File: src/hdl/itu_defs.vh
/*
  Constants of the interrupt and trap unit: register addresses, bit positions,
  reset values, vector and timing figures.
  Assumes inclusion by bare name from the design file.
*/
`ifndef ITU_DEFS_VH
`define ITU_DEFS_VH

// Bus register byte addresses
`define ITU_ADDR_CTRL      8'h00
`define ITU_ADDR_PSW       8'h04
`define ITU_ADDR_SP        8'h08
`define ITU_ADDR_PC        8'h0C
// Data addresses of the control and status words in core data space
`define ITU_DADDR_CTRL     8'hEE
`define ITU_DADDR_PSW      8'hEF
// Status word bit positions
`define ITU_PSW_GIE        0
`define ITU_PSW_ENI        1
`define ITU_PSW_EXT_IRQ_PENDING       3
`define ITU_PSW_TIMER_IRQ_ENABLE       4
`define ITU_PSW_TIMER_IRQ_PENDING       5
// Control word bit position
`define ITU_CTRL_EDGE      2
// Reset values
`define ITU_RST_PSW        8'h00
`define ITU_RST_CTRL       8'h00
`define ITU_RST_SP         8'h2F
`define ITU_RST_PC         15'h0000
`define ITU_RST_GIE        1'b0
// Trap opcode, vector, fill values
`define ITU_TRAP_OPCODE    8'h00
`define ITU_VECTOR         15'h00FF
`define ITU_UNDEF_PROG     8'h00
`define ITU_UNDEF_DATA     8'hFF
// Acknowledge length in instruction cycles
`define ITU_ACK_CYCLES     3'd7
`define ITU_ACK_LAST       3'd6

`endif

File: src/hdl/itu_unit.v
/*
  Interrupt and trap unit: edge detect on the external pin, timer event
  latching, enable gating, acknowledge sequencer with stack push and vector,
  return sequencer, undefined memory fill, and an AHB-Lite register slave.
  Assumes hclk is the instruction-cycle clock, the core pulses its strobes for
  one cycle at instruction boundaries, and the stack RAM accepts one byte a cycle.
*/
// The AHB-Lite slave port and the address map were left to the implementer.
`timescale 1ns/10ps
`include "itu_defs.vh"

module itu_unit (
  // Clock and reset
  input  wire        hclk,
  input  wire        hresetn,
  // AHB-Lite slave port
  input  wire        hsel,
  input  wire [7:0]  haddr,
  input  wire [1:0]  htrans,
  input  wire        hwrite,
  input  wire [2:0]  hsize,
  input  wire [31:0] hwdata,
  input  wire        hready,
  output wire [31:0] hrdata,
  output wire        hreadyout,
  output wire        hresp,
  // External pin and timer events
  input  wire        ext_irq_pin,
  input  wire        timer_underflow,
  input  wire        timer_capture,
  // Core sequencer handshake
  input  wire        insn_boundary,
  input  wire [7:0]  opcode,
  input  wire        ret_plain,
  input  wire        ret_skip,
  input  wire        ret_irq,
  input  wire [14:0] pc_in,
  // Memory fill paths
  input  wire [7:0]  prog_raw,
  input  wire        prog_defined,
  output wire [7:0]  prog_data,
  input  wire [7:0]  data_raw,
  input  wire        data_defined,
  output wire [7:0]  data_rd,
  // Stack RAM port
  output reg  [7:0]  stack_addr,
  output reg  [7:0]  stack_wdata,
  output reg         stack_we,
  input  wire [7:0]  stack_rdata,
  // Program counter redirect
  output reg  [14:0] pc_load,
  output reg         pc_load_en,
  output reg         skip_next,
  output wire        core_stall
);

  // Sequencer states, one-hot
  // IDLE waits for a boundary, ACK and RET run their counts, DONE is one spare cycle
  localparam [3:0] ST_IDLE = 4'b0001;
  localparam [3:0] ST_ACK  = 4'b0010;
  localparam [3:0] ST_RET  = 4'b0100;
  localparam [3:0] ST_DONE = 4'b1000;

  // Register state
  // Everything below is cleared or preset by the asynchronous reset
  reg        gie_reg;         // Global enable
  reg        eni_reg;         // External enable
  reg        timer_irq_enable_reg;        // Timer enable
  reg        ext_irq_pending_reg;        // External pending
  reg        timer_irq_pending_reg;        // Timer pending
  reg        edge_sel_reg;    // Edge select
  reg  [7:0] sp_reg;          // Stack pointer
  reg  [3:0] state_reg;       // Sequencer state
  reg  [2:0] cnt_reg;         // Cycle count in sequence
  reg        ret_gie_reg;     // Return sets global enable
  reg        ret_skip_reg;    // Return skips next
  reg  [6:0] pop_hi_reg;      // Popped upper byte
  reg  [14:0] pc_save_reg;    // PC being pushed

  // Pin synchroniser and edge history
  reg        pin_s1_reg;      // First stage, read only by the second
  reg        pin_s2_reg;      // Second stage, safe for logic
  reg        pin_d_reg;       // One cycle of history for the edge test
  reg  [2:0] prime_reg;       // Fills with ones once the history holds real samples

  // Bus data phase capture
  reg        bus_wr_reg;
  reg  [7:0] bus_addr_reg;
  reg [31:0] rdata_reg;

  // Derived combinational terms
  wire       ext_edge;
  wire       bus_take;
  wire       bus_wr_now;
  wire       psw_wr;
  wire       ctrl_wr;
  wire       sp_wr;
  wire       trap_hit;
  wire       hw_req;
  wire [7:0] psw_val;
  wire [7:0] ctrl_val;

  // Word select helper for decode used in two places
  // Compares word addresses, ignoring the byte lane bits
  function sel_word;
    input [7:0] a;
    input [7:0] b;
    begin
      sel_word = (a[7:2] == b[7:2]);
    end
  endfunction

  // Two-flop synchroniser on the pin, then history for edges.
  // The pin may sit high through reset; the primer keeps the cleared
  // history from being mistaken for a rising edge after release.
  always @(posedge hclk or negedge hresetn) begin
    if (!hresetn) begin
      pin_s1_reg <= 1'b0;
      pin_s2_reg <= 1'b0;
      pin_d_reg  <= 1'b0;
      prime_reg  <= 3'b000;
    end else begin
      pin_s1_reg <= ext_irq_pin;
      pin_s2_reg <= pin_s1_reg;
      pin_d_reg  <= pin_s2_reg;
      prime_reg  <= {prime_reg[1:0], 1'b1};
    end
  end

  // Edge of chosen polarity, only once both history flops hold the pin
  assign ext_edge = prime_reg[2] &
                    (edge_sel_reg ? (pin_d_reg & ~pin_s2_reg)
                                  : (~pin_d_reg & pin_s2_reg));

  // Bus address phase accepted
  // Only NONSEQ or SEQ with the bus ready opens a transfer
  assign bus_take   = hsel & hready & htrans[1];
  // Writes act in the data phase, one cycle after the address was taken
  assign bus_wr_now = bus_wr_reg;
  assign psw_wr     = bus_wr_now & sel_word(bus_addr_reg, `ITU_ADDR_PSW);
  assign ctrl_wr    = bus_wr_now & sel_word(bus_addr_reg, `ITU_ADDR_CTRL);
  assign sp_wr      = bus_wr_now & sel_word(bus_addr_reg, `ITU_ADDR_SP);

  // Status and control word images
  // Every flag sits at its word bit; unused bits read zero
  assign psw_val  = {2'b00, timer_irq_pending_reg, timer_irq_enable_reg, ext_irq_pending_reg, 1'b0, eni_reg, gie_reg};
  assign ctrl_val = {5'b00000, edge_sel_reg, 2'b00};

  // Trap on opcode zero at a boundary, ignores every enable
  assign trap_hit = insn_boundary & (opcode == `ITU_TRAP_OPCODE);
  // A request that arrives mid-sequence waits for the next boundary
  // Maskable request, gated globally and per source
  assign hw_req   = insn_boundary & gie_reg &
                    ((eni_reg & ext_irq_pending_reg) | (timer_irq_enable_reg & timer_irq_pending_reg));

  // Bus address phase capture
  // Only the write flag and the address are kept; hwdata is read live later
  always @(posedge hclk or negedge hresetn) begin
    if (!hresetn) begin
      bus_wr_reg   <= 1'b0;
      bus_addr_reg <= 8'h00;
    end else begin
      bus_wr_reg   <= bus_take & hwrite;
      if (bus_take) begin
        bus_addr_reg <= haddr;
      end
    end
  end

  // Read data register, updated in the address phase
  // Values are those of the address cycle; the data phase just presents them
  always @(posedge hclk or negedge hresetn) begin
    if (!hresetn) begin
      rdata_reg <= 32'h0000_0000;
    end else if (bus_take & ~hwrite) begin
      if (sel_word(haddr, `ITU_ADDR_PSW)) begin
        rdata_reg <= {24'h00_0000, psw_val};
      end else if (sel_word(haddr, `ITU_ADDR_CTRL)) begin
        rdata_reg <= {24'h00_0000, ctrl_val};
      end else if (sel_word(haddr, `ITU_ADDR_SP)) begin
        // Stack pointer and last pushed PC are read back for software
        rdata_reg <= {24'h00_0000, sp_reg};
      end else if (sel_word(haddr, `ITU_ADDR_PC)) begin
        rdata_reg <= {17'h0_0000, pc_save_reg};
      end else begin
        // Unmapped reads zero
        rdata_reg <= 32'h0000_0000;
      end
    end
  end

  // Zero wait states and an OKAY answer on every transfer
  assign hrdata    = rdata_reg;
  assign hreadyout = 1'b1;
  assign hresp     = 1'b0;

  // Pending flags: hardware set wins over software clear
  // A clear that meets a new event in the same cycle loses, so no edge is lost
  // Acknowledge never touches these; software owns the clear
  always @(posedge hclk or negedge hresetn) begin
    if (!hresetn) begin
      ext_irq_pending_reg <= 1'b0;
      timer_irq_pending_reg <= 1'b0;
    end else begin
      if (ext_edge) begin
        ext_irq_pending_reg <= 1'b1;
      end else if (psw_wr) begin
        ext_irq_pending_reg <= hwdata[`ITU_PSW_EXT_IRQ_PENDING];
      end
      if (timer_underflow | timer_capture) begin
        timer_irq_pending_reg <= 1'b1;
      end else if (psw_wr) begin
        timer_irq_pending_reg <= hwdata[`ITU_PSW_TIMER_IRQ_PENDING];
      end
    end
  end

  // Enables and edge select
  // Hardware clear beats a return, which beats a software write in one cycle
  always @(posedge hclk or negedge hresetn) begin
    if (!hresetn) begin
      gie_reg      <= `ITU_RST_GIE;
      eni_reg      <= 1'b0;
      timer_irq_enable_reg     <= 1'b0;
      edge_sel_reg <= 1'b0;
    end else begin
      if (state_reg == ST_IDLE && hw_req) begin
        gie_reg <= 1'b0;
      end else if (state_reg == ST_DONE && ret_gie_reg) begin
        gie_reg <= 1'b1;
      end else if (psw_wr) begin
        gie_reg <= hwdata[`ITU_PSW_GIE];
      end
      // Per-source enables change only by software
      if (psw_wr) begin
        eni_reg  <= hwdata[`ITU_PSW_ENI];
        timer_irq_enable_reg <= hwdata[`ITU_PSW_TIMER_IRQ_ENABLE];
      end
      // Edge select is the only live bit of the control word
      if (ctrl_wr) begin
        edge_sel_reg <= hwdata[`ITU_CTRL_EDGE];
      end
    end
  end

  // Acknowledge and return sequencer
  // ACK pushes and vectors, RET pops, DONE lets a return restore the enable
  always @(posedge hclk or negedge hresetn) begin
    if (!hresetn) begin
      state_reg    <= ST_IDLE;
      cnt_reg      <= 3'd0;
      sp_reg       <= `ITU_RST_SP;
      ret_gie_reg  <= 1'b0;
      ret_skip_reg <= 1'b0;
      pop_hi_reg   <= 7'h00;
      pc_save_reg  <= `ITU_RST_PC;
      stack_addr   <= 8'h00;
      stack_wdata  <= 8'h00;
      stack_we     <= 1'b0;
      pc_load      <= `ITU_RST_PC;
      pc_load_en   <= 1'b0;
      skip_next    <= 1'b0;
    end else begin
      // Strobes are one-cycle pulses unless a branch raises them
      stack_we   <= 1'b0;
      pc_load_en <= 1'b0;
      skip_next  <= 1'b0;
      case (state_reg)
        ST_IDLE: begin
          // Stack pointer writes from the bus are taken only while idle
          if (sp_wr) begin
            sp_reg <= hwdata[7:0];
          end
          if (hw_req | trap_hit) begin
            // Hardware request first; trap keeps global enable
            state_reg   <= ST_ACK;
            pc_save_reg <= pc_in;
            cnt_reg     <= 3'd0;
          end else if (insn_boundary & (ret_plain | ret_skip | ret_irq)) begin
            // Returns start only when no request or trap claims the boundary
            state_reg    <= ST_RET;
            ret_gie_reg  <= ret_irq;
            ret_skip_reg <= ret_skip;
            cnt_reg      <= 3'd0;
          end
        end
        ST_ACK: begin
          cnt_reg <= cnt_reg + 3'd1;
          // Push low byte then high byte, stack grows down
          // Counts two to five only stretch the sequence to its full length
          if (cnt_reg == 3'd0) begin
            stack_addr  <= sp_reg;
            stack_wdata <= pc_save_reg[7:0];
            stack_we    <= 1'b1;
            sp_reg      <= sp_reg - 8'h01;
          end else if (cnt_reg == 3'd1) begin
            stack_addr  <= sp_reg;
            stack_wdata <= {1'b0, pc_save_reg[14:8]};
            stack_we    <= 1'b1;
            sp_reg      <= sp_reg - 8'h01;
          end else if (cnt_reg == `ITU_ACK_LAST) begin
            // Last count: redirect the core to the vector and release it
            pc_load    <= `ITU_VECTOR;
            pc_load_en <= 1'b1;
            state_reg  <= ST_IDLE;
          end
        end
        ST_RET: begin
          cnt_reg <= cnt_reg + 3'd1;
          // Pop high byte then low byte, stack pointer rises; the read port
          // answers in the cycle after the address is registered
          if (cnt_reg == 3'd0) begin
            // Point at the high byte
            stack_addr <= sp_reg + 8'h01;
            sp_reg     <= sp_reg + 8'h01;
          end else if (cnt_reg == 3'd1) begin
            // Keep the high byte now on the port, point at the low byte
            pop_hi_reg <= stack_rdata[6:0];
            stack_addr <= sp_reg + 8'h01;
            sp_reg     <= sp_reg + 8'h01;
          end else if (cnt_reg == 3'd3) begin
            // Low byte still stands on the port; count two only waits
            pc_load    <= {pop_hi_reg, stack_rdata};
            pc_load_en <= 1'b1;
            skip_next  <= ret_skip_reg;
            state_reg  <= ST_DONE;
          end
        end
        ST_DONE: begin
          // One spare cycle in which an interrupt return restores the enable
          state_reg <= ST_IDLE;
        end
        default: begin
          // Unreachable codes fall back to idle
          state_reg <= ST_IDLE;
        end
      endcase
    end
  end

  // Core holds while a sequence runs
  // The core must not present a boundary while this is high
  assign core_stall = (state_reg != ST_IDLE);

  // Undefined memory fill values
  // Fills are combinational; the core reads them in the same cycle
  assign prog_data = prog_defined ? prog_raw : `ITU_UNDEF_PROG;
  assign data_rd   = data_defined ? data_raw : `ITU_UNDEF_DATA;

endmodule // itu_unit

File: config.mk
export PLATFORM = sky130hd
export DESIGN_NAME = itu_unit
export DESIGN_NICKNAME = d
export VERILOG_FILES = /design/src/hdl/itu_unit.v
export VERILOG_INCLUDE_DIRS = /design/src /design/src/hdl
export SDC_FILE = /design/constraint.sdc
export NUM_CORES = 1
export LEC_CHECK = 0
export ABC_AREA = 0
export BUFFER_PORTS_ARGS = -buffer_cell sky130_fd_sc_hd__clkbuf_2
export CORE_ASPECT_RATIO = 0.9
export CORE_UTILIZATION = 45
export DETAILED_ROUTE_END_ITERATION = 10
export PLACE_DENSITY = 0.77
export SLEW_MARGIN = 5
export SYNTH_ARGS = -nofsm -noshare
export SYNTH_HDL_FRONTEND = slang
export SYNTH_SLANG_ARGS = --single-unit
File: constraint.sdc
create_clock -name hclk -period 1.8 [get_ports hclk]
set_input_delay 0.36 -clock hclk [delete_from_list [all_inputs] [get_ports hclk]]
set_output_delay 0.36 -clock hclk [all_outputs]
set_load 0.01 [all_outputs]
==> summary.md, run 1 <==
| Metric | Value |
|---|---|
| Clk_lat worst skew | `roughly 0.35 ns` |
| Max-cap violations | `0` |
| Pwr Density | `1320 nW/µm²` |
| Final Hold Fails | `0` |
| Synth Flop Type | `dfrtp_1` |
| Post-synthesis async set-or-reset flop share | `100%` |
| Antenna Cells | `0` |
| DP Worst Slack | `-0.197 ns` |
| Tmin final | `approximately 1.9 ns` |
| Global Route met3 Usage | `5.77%` |
| Crit Path Max Fanout | `6` |
| Commonest non-fill, non-tap cell in the layout | `clkbuf_2` |
| Layout cells sized above 1 | `48.8%` |
| # rows | `36` |
| Nets | `about 760` |
| Cts bufs inserted | `9` |
| TritonCTS clock tree | `yes` |
| Mapped Area | `slightly above 5000 µm²` |
| CTS sink count | `~110` |
| Wire length per cell | `16.7 µm` |
| Failing checks | `setup timing` |
| Port-buffer cells | `approximately 140` |
| WS Path Type | `flip-flop to flip-flop` |
| Setup crit start kind | `flip-flop` |
| Status | `finished, violations left` |
| Crit path arrival time | `around 2.2 ns` |
| Via count | `approximately 4300` |
| VDD IR max | `0.730 mV` |
| Final WS setup | `-0.138 ns` |
| GRT Total Usage | `a little under a quarter` |
| Total power | `~9.3 mW` |
| Worst slew margin | `around two thirds` |
| Synth Register Bits | `between 100 and 150` |
| Hold Path Class | `input port to flip-flop` |
| Placed Area | `between 6000 and 7000 µm²` |
| Layout Area Growth over Synthesis | `37.9%` |
| Gr ovfl total | `0` |
| Final WL | `roughly 13000 µm` |
| Leak | `3.49 nW` |
| Register area share after synthesis | `between 50% and 60%` |
| Antenna violations before repair | `0` |
| Drt first pass iters | `4` |
| Post-route DRC | `0` |
| Data required, critical path | `between 2 and 2.5 ns` |
| Gr busiest metal | `met2` |
| Clock tree buffer depth | `2` |
| Starting Density | `46.8%` |
| Routability cong. | `slightly below 0.9` |
| YS warnings | `0` |
| Leading cell types in the layout, fill and taps excluded | `139 x clkbuf_2, 97 x dfrtp_1, 50 x buf_4` |
| EDFF count, synth | `0` |
| Final Cycle Share | `108%` |
| Syn_area_per_cell | `between 10 and 15 µm²` |
| Die Ht | `approximately 100 µm` |
| Final setup fails | `14` |
| Least-Margin Pin Slew | `around 0.52 ns` |
| Cell count after synthesis | `around 450` |
| Initial drt markers | `roughly 230` |
| Met2 GRT Util | `36.9%` |
| Critical path capture point type | `flip-flop` |
| F_max | `between 500 and 600 MHz` |
| H-tree Lvls | `3` |
| Chip width | `around 110 µm` |
| Library cells used by synthesis | `between 60 and 70` |
| Vias in the first global route | `4016` |
| CTS root buffer | `clkbuf_16` |
| Core area | `roughly 11000 µm²` |
| Via density | `5.30` |
| RSZ-0062 raised after global routing | `true` |
| First-pass GRT wire length | `20100 µm` |
| Post-route design area | `between 7000 and 8000 µm²` |
| Largest net degree at the start of global routing | `between 40 and 50` |
| Clk slew on worst S/H paths | `~0.070 ns` |
| Die Area | `between 10000 and 15000 µm²` |
| Pins Over Slew Limit | `0` |
| Core Util, Final | `about 65%` |
| Clock Skew | `roughly 0.0084 ns` |
| Routed Antenna Nets | `0` |
| Final HPWL DP | `a little over 9000 µm` |
| Met1 GRT Util | `slightly below 30%` |
| IO Pins | `191` |
layout make-up:
type                            instances  area (µm²)
Fill cell                             840        3880
Sequential cell                       107        2690
Multi-Input combinational cell        307        2460
Timing Repair Buffer                  207        1320
Clock buffer                           12         256
Tap cell                              152         190
Clock inverter                          4        72.6
Inverter                               14        65.1
Timing Repair inverter                  1        6.26
cell families (layout without fill, tap and decap cells):
group                      after synthesis  after routing  share of synthesized area (%)
and+or+nand+nor                        117            117                           12.5
DFF                                    107            107                           52.4
adders and majority gates                8              8                           1.96
AOI/OAI and AO/OA                      102            103                           14.6
xor gates and xnor gates                 8              8                           1.37
muxes                                   51             51                           10.9
other                                    2             20                          0.147
buffers and inverters                   59            238                           6.06
worst paths after layout:
kind	from	end	slack, ns	depth (start not counted)
min reg2reg	prime_reg[1]	prime_reg[2]	0.36	0
min	ext_irq_pin	pin_s1_reg	0.11	1
min in group asynchronous	hresetn	stack_addr[7]	0.50	2
max	state_reg[0]	sp_reg[7]	-0.14	7
max in group asynchronous	hresetn	sp_reg[2]	0.67	3
max reg2reg	state_reg[0]	sp_reg[7]	-0.14	7
cells in the mapped netlist (all sizes together) (4+ instances only):
cell / n / area (µm²)
a21oi: 10 / 50.1
a221oi: 5 / 50.0
a22o: 15 / 131
a22oi: 8 / 60.1
and2: 11 / 68.8
buf: 28 / 194
clkbuf: 17 / 63.8
dfrtp: 101 / 2530
dfstp: 6 / 158
ha: 8 / 100
inv: 14 / 52.6
mux2: 40 / 450
mux2i: 11 / 110
nand2: 37 / 139
nand2b: 12 / 75.1
nand3: 7 / 40.0
nor2: 17 / 63.8
nor2b: 4 / 25.0
nor4: 5 / 31.3
nor4b: 4 / 53.8
o21ai: 35 / 175
o22a: 8 / 70.1
xor2: 5 / 43.8
worst max-delay path: stages (launching register included):
cell	delay (ns)
dfstp_2	0.55
nor4b_4	0.27
inv_2	0.12
buf_6	0.14
nor3b_4	0.29
a21boi_4	0.16
a221oi_2	0.21
a2bb2oi_2	0.08
routing by layer:
metal | up-vias | wire length [µm]
met5 | - | 0
met4 | 0 | 299
met3 | 27 | 962
met2 | 189 | 6450
met1 | 2076 | 5710
li1 | 1966 | -
metrics by stage:
| stage | TNS, ns | std cells | hold slack [ns] |
|---|---|---|---|
| 2_1_floorplan | -0.348 | 472 | 0.0644 |
| 3_3_place_gp | -2.44 | 765 | 0.332 |
| 3_5_place_dp | -3.23 | 765 | 0.340 |
| 4_1_cts | -0.124 | 793 | 0.102 |
| 5_1_grt | -2.24 | 804 | 0.103 |
| 6_report | -0.896 | 804 | 0.112 |
where the power goes:
| part | internal (mW) | switching (mW) |
|---|---|---|
| Clock | 1.29 | 0.881 |
| Sequential | 3.06 | 0.528 |
| Combinational | 1.89 | 1.66 |
repair_timing:
| action | CTS | global route |
|---|---|---|
| setup buffers | 10 | 10 |
| hold buffers | 1 | 0 |
| resized for setup | 20 | 47 |
| endpoints found under the setup margin | 42 | 63 |
| hold endpoints to repair | 28 | 0 |
| pin swaps | 6 | 23 |
| gates cloned | 1 | 2 |
(Power assumes the default switching activity.)
==> inputs of run 2 (changes only) <==
- RECOVER_POWER: not set -> 50
==> run 2 against run 1 <==
Net effect:
- the flow still finishes with violations (setup timing)
- core utilization fell by 0.41 points
- register-to-register slack barely moved
- global-route usage did not move
- combinational power barely moved
- critical path type unchanged
- critical endpoint unchanged
- largest power group unchanged
- highest routed layer unchanged
==> summary.md, run 2 (synthesis gave the netlist of run 1 again) <==
| Metric | Value |
|---|---|
| Clk slew on worst S/H paths | `0.07 ns (about the same)` |
| Worst slew margin | `41.0% (-25 points)` |
| Reg2reg end | `sp_reg[7]` |
| Final Hold Fails | `0 (unchanged)` |
| R2r worst-path depth | `7 (unchanged)` |
| Final setup fails | `14 (unchanged)` |
| Largest net degree at the start of global routing | `41 (unchanged)` |
| Antenna Cells | `0 (unchanged)` |
| Routability cong. | `0.883 (unchanged)` |
| Die Area | `11800 µm² (unchanged)` |
| RSZ-0062 raised after global routing | `true` |
| Pwr Density | `1330 nW/µm² (+0.50%)` |
| Least-Margin Pin Slew | `0.886 ns (+0.369 ns)` |
| Final Cycle Share | `108% (+0.16 points)` |
| VDD IR max | `0.732 mV (+0.24%)` |
| FILL cells | `857 (+2.0%)` |
| TritonCTS clock tree | `yes` |
| Routed Antenna Nets | `0 (unchanged)` |
| Core area | `10900 µm² (unchanged)` |
| H-tree Lvls | `3 (unchanged)` |
| Critical Path, Cell by Cell | `nor4b_4 > inv_2 > buf_6 > nor3b_4 > a21boi_4 > a221oi_2 > a2bb2oi_2` |
| WHS Path Cells | `1 (unchanged)` |
| Crit path arrival time | `2.17 ns (about the same)` |
| CTS root buffer | `clkbuf_16` |
| Starting Density | `46.8% (unchanged)` |
| Critical path capture point type | `flip-flop` |
| Core Util, Final | `64.1% (-0.41 points)` |
| GRT Total Usage | `22.5% (unchanged)` |
| Status | `finished, violations left` |
| Hold WS | `0.113 ns (+0.000273 ns)` |
| Layout Area Growth over Synthesis | `37.0%` |
| Final HPWL DP | `9240 µm (unchanged)` |
| Crit Path Max Fanout | `6 (unchanged)` |
| DP Worst Slack | `-0.197 ns (unchanged)` |
| Hold Path End | `pin_s1_reg` |
| DP Cell Count | `765 (unchanged)` |
| Max-cap violations | `0 (unchanged)` |
| F_max | `515 MHz (-0.15%)` |
| IO Pins | `191 (unchanged)` |
| Via count | `4316 (+1.4%)` |
| Vias in the first global route | `4016 (unchanged)` |
| Leading cell types in the layout, fill and taps excluded | `123 x clkbuf_2, 97 x dfrtp_1, 48 x buf_4` |
| Port-buffer cells | `141 (unchanged)` |
| Die Ht | `103 µm (unchanged)` |
| Failing checks | `setup timing` |
| Post-route design area | `7020 µm² (-0.64%)` |
| Cts bufs inserted | `9 (unchanged)` |
| WS Path Type | `flip-flop to flip-flop` |
| Hold Path Class | `input port to flip-flop` |
| Commonest non-fill, non-tap cell in the layout | `clkbuf_2` |
| Gr ovfl total | `0 (unchanged)` |
| Reg2Reg Setup Slack | `-0.14 ns (about the same)` |
| Post-route DRC | `0 (unchanged)` |
| Hold path startpoint | `ext_irq_pin` |
| Clock tree buffer depth | `2 (unchanged)` |
| First-pass GRT wire length | `20100 µm (unchanged)` |
| CTS sink count | `107 (unchanged)` |
| # rows | `36 (unchanged)` |
| Clk_lat worst skew | `0.35 ns (about the same)` |
| Setup crit start kind | `flip-flop` |
| Leak | `3.42 nW (-1.9%)` |
| Initial drt markers | `219 (-5.6%)` |
| Antenna violations before repair | `0 (unchanged)` |
| Drt first pass iters | `5 (+1)` |
| Tmin final | `1.94 ns (+0.00287 ns)` |
| Pins Over Slew Limit | `0 (unchanged)` |
| Nets | `761 (unchanged)` |
| Crit path largest cell delay | `0.55 ns (about the same)` |
| Layout cells sized above 1 | `46.0% (-2.8 points)` |
| Final WL | `13500 µm (+0.51%)` |
| Crit-path slowest cell | `dfstp_2` |
| Chip width | `114 µm (unchanged)` |
| Final WS setup | `-0.141 ns (-0.00287 ns)` |
| Final std cells w/o fill | `804 (unchanged)` |
| Reg-to-Reg Start | `state_reg[0]` |
| Wire length per cell | `16.8 µm (+0.51%)` |
| Clock Skew | `0.00841 ns (-0.0000283 ns)` |
| Via density | `5.37 (+1.4%)` |
| Data required, critical path | `2.03 ns (about the same)` |
| Placed Area | `6270 µm² (unchanged)` |
run 2: what timing repair did:
| item | 4_1_cts | 5_1_grt |
|---|---|---|
| gates cloned | 1 | 2 |
| endpoints found under the setup margin | 42 | 63 |
| pin swaps | 6 | 23 |
| setup buffers | 10 | 10 |
| hold endpoints to repair | 28 | 0 |
| hold buffers | 1 | 0 |
| gates resized for setup | 20 | 47 |
run 2: critical path, delay by kind of cell (launching register included):
kind / cells / cell delay, ns
buffers and inverters: 2 / 0.26
AOI/OAI and AO/OA: 3 / 0.45
and+or+nand+nor: 2 / 0.56
DFF: 1 / 0.55
run 2: layout make-up:
cell class	count	area [µm²]	area share (%)
clock buffers	12	256	3.66
clock inverters	4	72.6	1.03
inverters	14	65.1	0.927
multi-input cells	307	2460	35.0
flip-flops and latches	107	2690	38.3
well taps	152	190	2.71
repair buffers	207	1280	18.2
repair inverters	1	6.26	0.0892
run 2: through the flow:
step	TNS [ns]	total power, mW
6_report	-0.939	9.30
5_1_grt	-2.24	9.78
4_1_cts	-0.124	8.90
3_5_place_dp	-3.23	6.41
3_3_place_gp	-2.44	6.27
2_1_floorplan	-0.348	5.32
run 2: per-layer routing:
layer / vias to the layer above / track usage [%] / wire, µm
li1: 1969 / - / -
met1: 2107 / 28.9 / 5660
met2: 208 / 36.9 / 6460
met3: 32 / 5.77 / 1040
met4: 0 / 9.09 / 328
met5: - / 0 / 0
run 2: power by group:
| group | internal, mW | leakage (nW) | switching, mW |
|---|---|---|---|
| Sequential | 3.06 | 1.37 | 0.528 |
| Clock | 1.29 | 0.159 | 0.880 |
| Combinational | 1.88 | 1.89 | 1.66 |
| Total | 6.24 | 3.42 | 3.07 |
run 2: worst max-delay path by stage:
stage / from / endpoint / cells past startpoint
floorplan: cnt_reg[0] / sp_reg[4] / 9
detailed placement: opcode[4] / pc_save_reg[5] / 7
CTS: cnt_reg[0] / sp_reg[7] / 7
finish: state_reg[0] / sp_reg[7] / 7
global route: state_reg[0] / sp_reg[7] / 7
global placement: opcode[4] / pc_save_reg[1] / 7
==> inputs of run 3 (changes only) <==
- MAX_ROUTING_LAYER: not set -> met4
==> run 3 against run 2 <==
Net effect:
- highest routed layer unchanged
- power down 4.0%
- clock-buffer cell count decreased by 3
- final cell count down 0.62%
- core utilization decreased by 1.2 points
- final area fell by 1.8%
- fmax rose by 1.8%
- global-route usage is 0.86 points higher
- die area did not move
- clock skew fell by 0.0019 ns
- the flow still finishes with violations (setup timing)
- register-to-register slack better by 0.03 ns
- first-iteration DRC count up 28%
- setup slack better by 0.034 ns
==> summary.md, run 3 (synthesis gave the netlist of run 1 again) <==
| Metric | Value |
|---|---|
| Status | `finished, violations left` |
| Failing checks | `setup timing` |
| Worst slew margin | `44.9% (+4.0 points)` |
| Final Hold Fails | `0 (unchanged)` |
| TritonCTS clock tree | `yes` |
| Antenna violations before repair | `0 (unchanged)` |
| Vias in the first global route | `4134 (+2.9%)` |
| CTS root buffer | `clkbuf_16` |
| Critical path capture point type | `flip-flop` |
| Clock Skew | `0.00654 ns (-0.00186 ns)` |
| CTS sink count | `107 (unchanged)` |
| Initial drt markers | `280 (+28%)` |
| WS Path Type | `flip-flop to flip-flop` |
| Leak | `3.37 nW (-1.4%)` |
| Final std cells w/o fill | `799 (-0.62%)` |
| Layout Area Growth over Synthesis | `34.6%` |
| F_max | `525 MHz (+1.8%)` |
| Internal power | `5.95 mW (-4.6%)` |
| Antenna Cells | `0 (unchanged)` |
| Die Ht | `103 µm (unchanged)` |
| Leading cell types in the layout, fill and taps excluded | `128 x clkbuf_2, 97 x dfrtp_1, 47 x buf_4` |
| Starting Density | `46.8% (unchanged)` |
| Clock tree buffer depth | `2 (unchanged)` |
| # rows | `36 (unchanged)` |
| Sw Share | `33.4% (+0.40 points)` |
| Post-route DRC | `0 (unchanged)` |
| Max-cap violations | `0 (unchanged)` |
| Via count | `4201 (-2.7%)` |
| Layout cells sized above 1 | `45.4% (-0.57 points)` |
| Setup crit start kind | `flip-flop` |
| Pwr Density | `1300 nW/µm² (-2.3%)` |
| P_sw | `2.98 mW (-2.9%)` |
| Tmin final | `1.91 ns (-0.0342 ns)` |
| VDD IR max | `0.769 mV (+5.0%)` |
| Chip width | `114 µm (unchanged)` |
| Crit path arrival time | `2.18 ns (about the same)` |
| Least-Margin Pin Slew | `0.826 ns (-0.0596 ns)` |
| Wire length per cell | `16.7 µm (-0.42%)` |
| Sequential power share | `40.5% (+1.9 points)` |
| Crit Path Max Fanout | `8 (+2)` |
| Power share of the clock group | `24.1% (+0.7 points)` |
| RSZ-0062 raised after global routing | `true` |
| Logic pwr share | `35.4% (-2.6 points)` |
| Largest net degree at the start of global routing | `68 (+66%)` |
| Routed Antenna Nets | `0 (unchanged)` |
| Cts bufs inserted | `9 (unchanged)` |
| DP Cell Count | `766 (+0.13%)` |
| Final setup fails | `16 (+2)` |
| Drt first pass iters | `5 (unchanged)` |
| Data required, critical path | `2.07 ns (+0.04 ns)` |
| IO Pins | `191 (unchanged)` |
| GRT Total Usage | `23.4% (+0.86 points)` |
| Via density | `5.26 (-2.1%)` |
| Final WL | `13300 µm (-1.0%)` |
| Nets | `756 (-0.66%)` |
| Die Area | `11800 µm² (unchanged)` |
| Pins Over Slew Limit | `0 (unchanged)` |
| Final Cycle Share | `106% (-1.9 points)` |
| Gr ovfl total | `0 (unchanged)` |
| First-pass GRT wire length | `20200 µm (+0.51%)` |
| Commonest non-fill, non-tap cell in the layout | `clkbuf_2` |
| H-tree Lvls | `3 (unchanged)` |
| Port-buffer cells | `141 (unchanged)` |
| Hold Path Class | `input port to flip-flop` |
| Clk slew on worst S/H paths | `0.07 ns (about the same)` |
| Clk_lat worst skew | `0.35 ns (about the same)` |
| Core area | `10900 µm² (unchanged)` |
| Total power | `8.93 mW (-4.0%)` |
| Final WS setup | `-0.106 ns (+0.0342 ns)` |
| Final HPWL DP | `9430 µm (+2.0%)` |
| Routability cong. | `0.867 (-1.8%)` |
[run 3: cell count changes in the layout (fill, tap and decap cells not counted), sizes merged]
cell	before	now
clkinvlp	1	3
buf	64	58
clkbuf	154	152
inv	14	15
[run 3: worst paths after layout]
check | endpoint | depth (start not counted) | startpoint | slack, ns
setup / recovery | sp_reg[5] | 8 | cnt_reg[0] | -0.11
hold / removal | pin_s1_reg | 1 | ext_irq_pin | 0.12
setup reg to reg | sp_reg[5] | 8 | cnt_reg[0] | -0.11
hold reg to reg | prime_reg[1] | 0 | prime_reg[0] | 0.35
max in group asynchronous | state_reg[3] | 3 | hresetn | 0.20
min in group asynchronous | bus_addr_reg[7] | 2 | hresetn | 0.62
[run 3: per-stage QoR]
step                      instance area [µm²]  worst slack (ns)  util [%]  hold WS [ns]  setup TNS [ns]
final                                    6890            -0.106      62.9         0.116          -0.928
after global routing                     6890            -0.175      62.9         0.104           -3.28
after CTS                                6710           -0.0687      61.3         0.103          -0.267
after detailed placement                 6270            -0.183      57.2         0.230           -4.04
after global placement                   6270            -0.182      57.2         0.229           -2.84
after floorplan                          5270            -0.115         -        0.0644          -0.348
[run 3: worst max-delay path: stages, from the launching register on]
cell      delay [ns]
dfrtp_2         0.44
inv_2           0.08
ha_4            0.15
o21bai_4        0.08
or4_4           0.52
a21boi_4        0.20
buf_4           0.17
o21ai_2         0.11
o21ai_1         0.08
[run 3: what timing repair did]
action                     CTS  global route
gates cloned                 1             2
setup buffers                6             9
resized for setup           13            34
hold buffers                 1             0
pin swaps                    2            12
setup endpoints to repair   44            65
hold endpoints to repair    13             0
[run 3: cell type report]
class	instances	area, µm²
fillers	889	4060
flip-flops and latches	107	2690
multi-input cells	307	2390
repair buffers	202	1220
clock buffers	9	225
well taps	152	190
clock inverters	7	101
inverters	14	60.1
repair inverters	1	7.51
[run 3: power by group through the flow]
stage               registers, mW  clock network (mW)  logic (mW)
floorplan                    3.48                   0        1.83
global placement             3.59                   0        2.70
detailed placement           3.63                   0        2.80
CTS                          3.60                2.20        3.01
global route                 3.71                2.29        3.45
finish                       3.62                2.15        3.16
[run 3: routing by layer]
layer	share of wire, %	vias to the layer above	global-route usage (%)
met4	1.8	0	7.59
met3	6.3	18	5.24
met2	48	196	38.6
met1	44	2032	28.8
li1	-	1955	-
met5	0	-	-
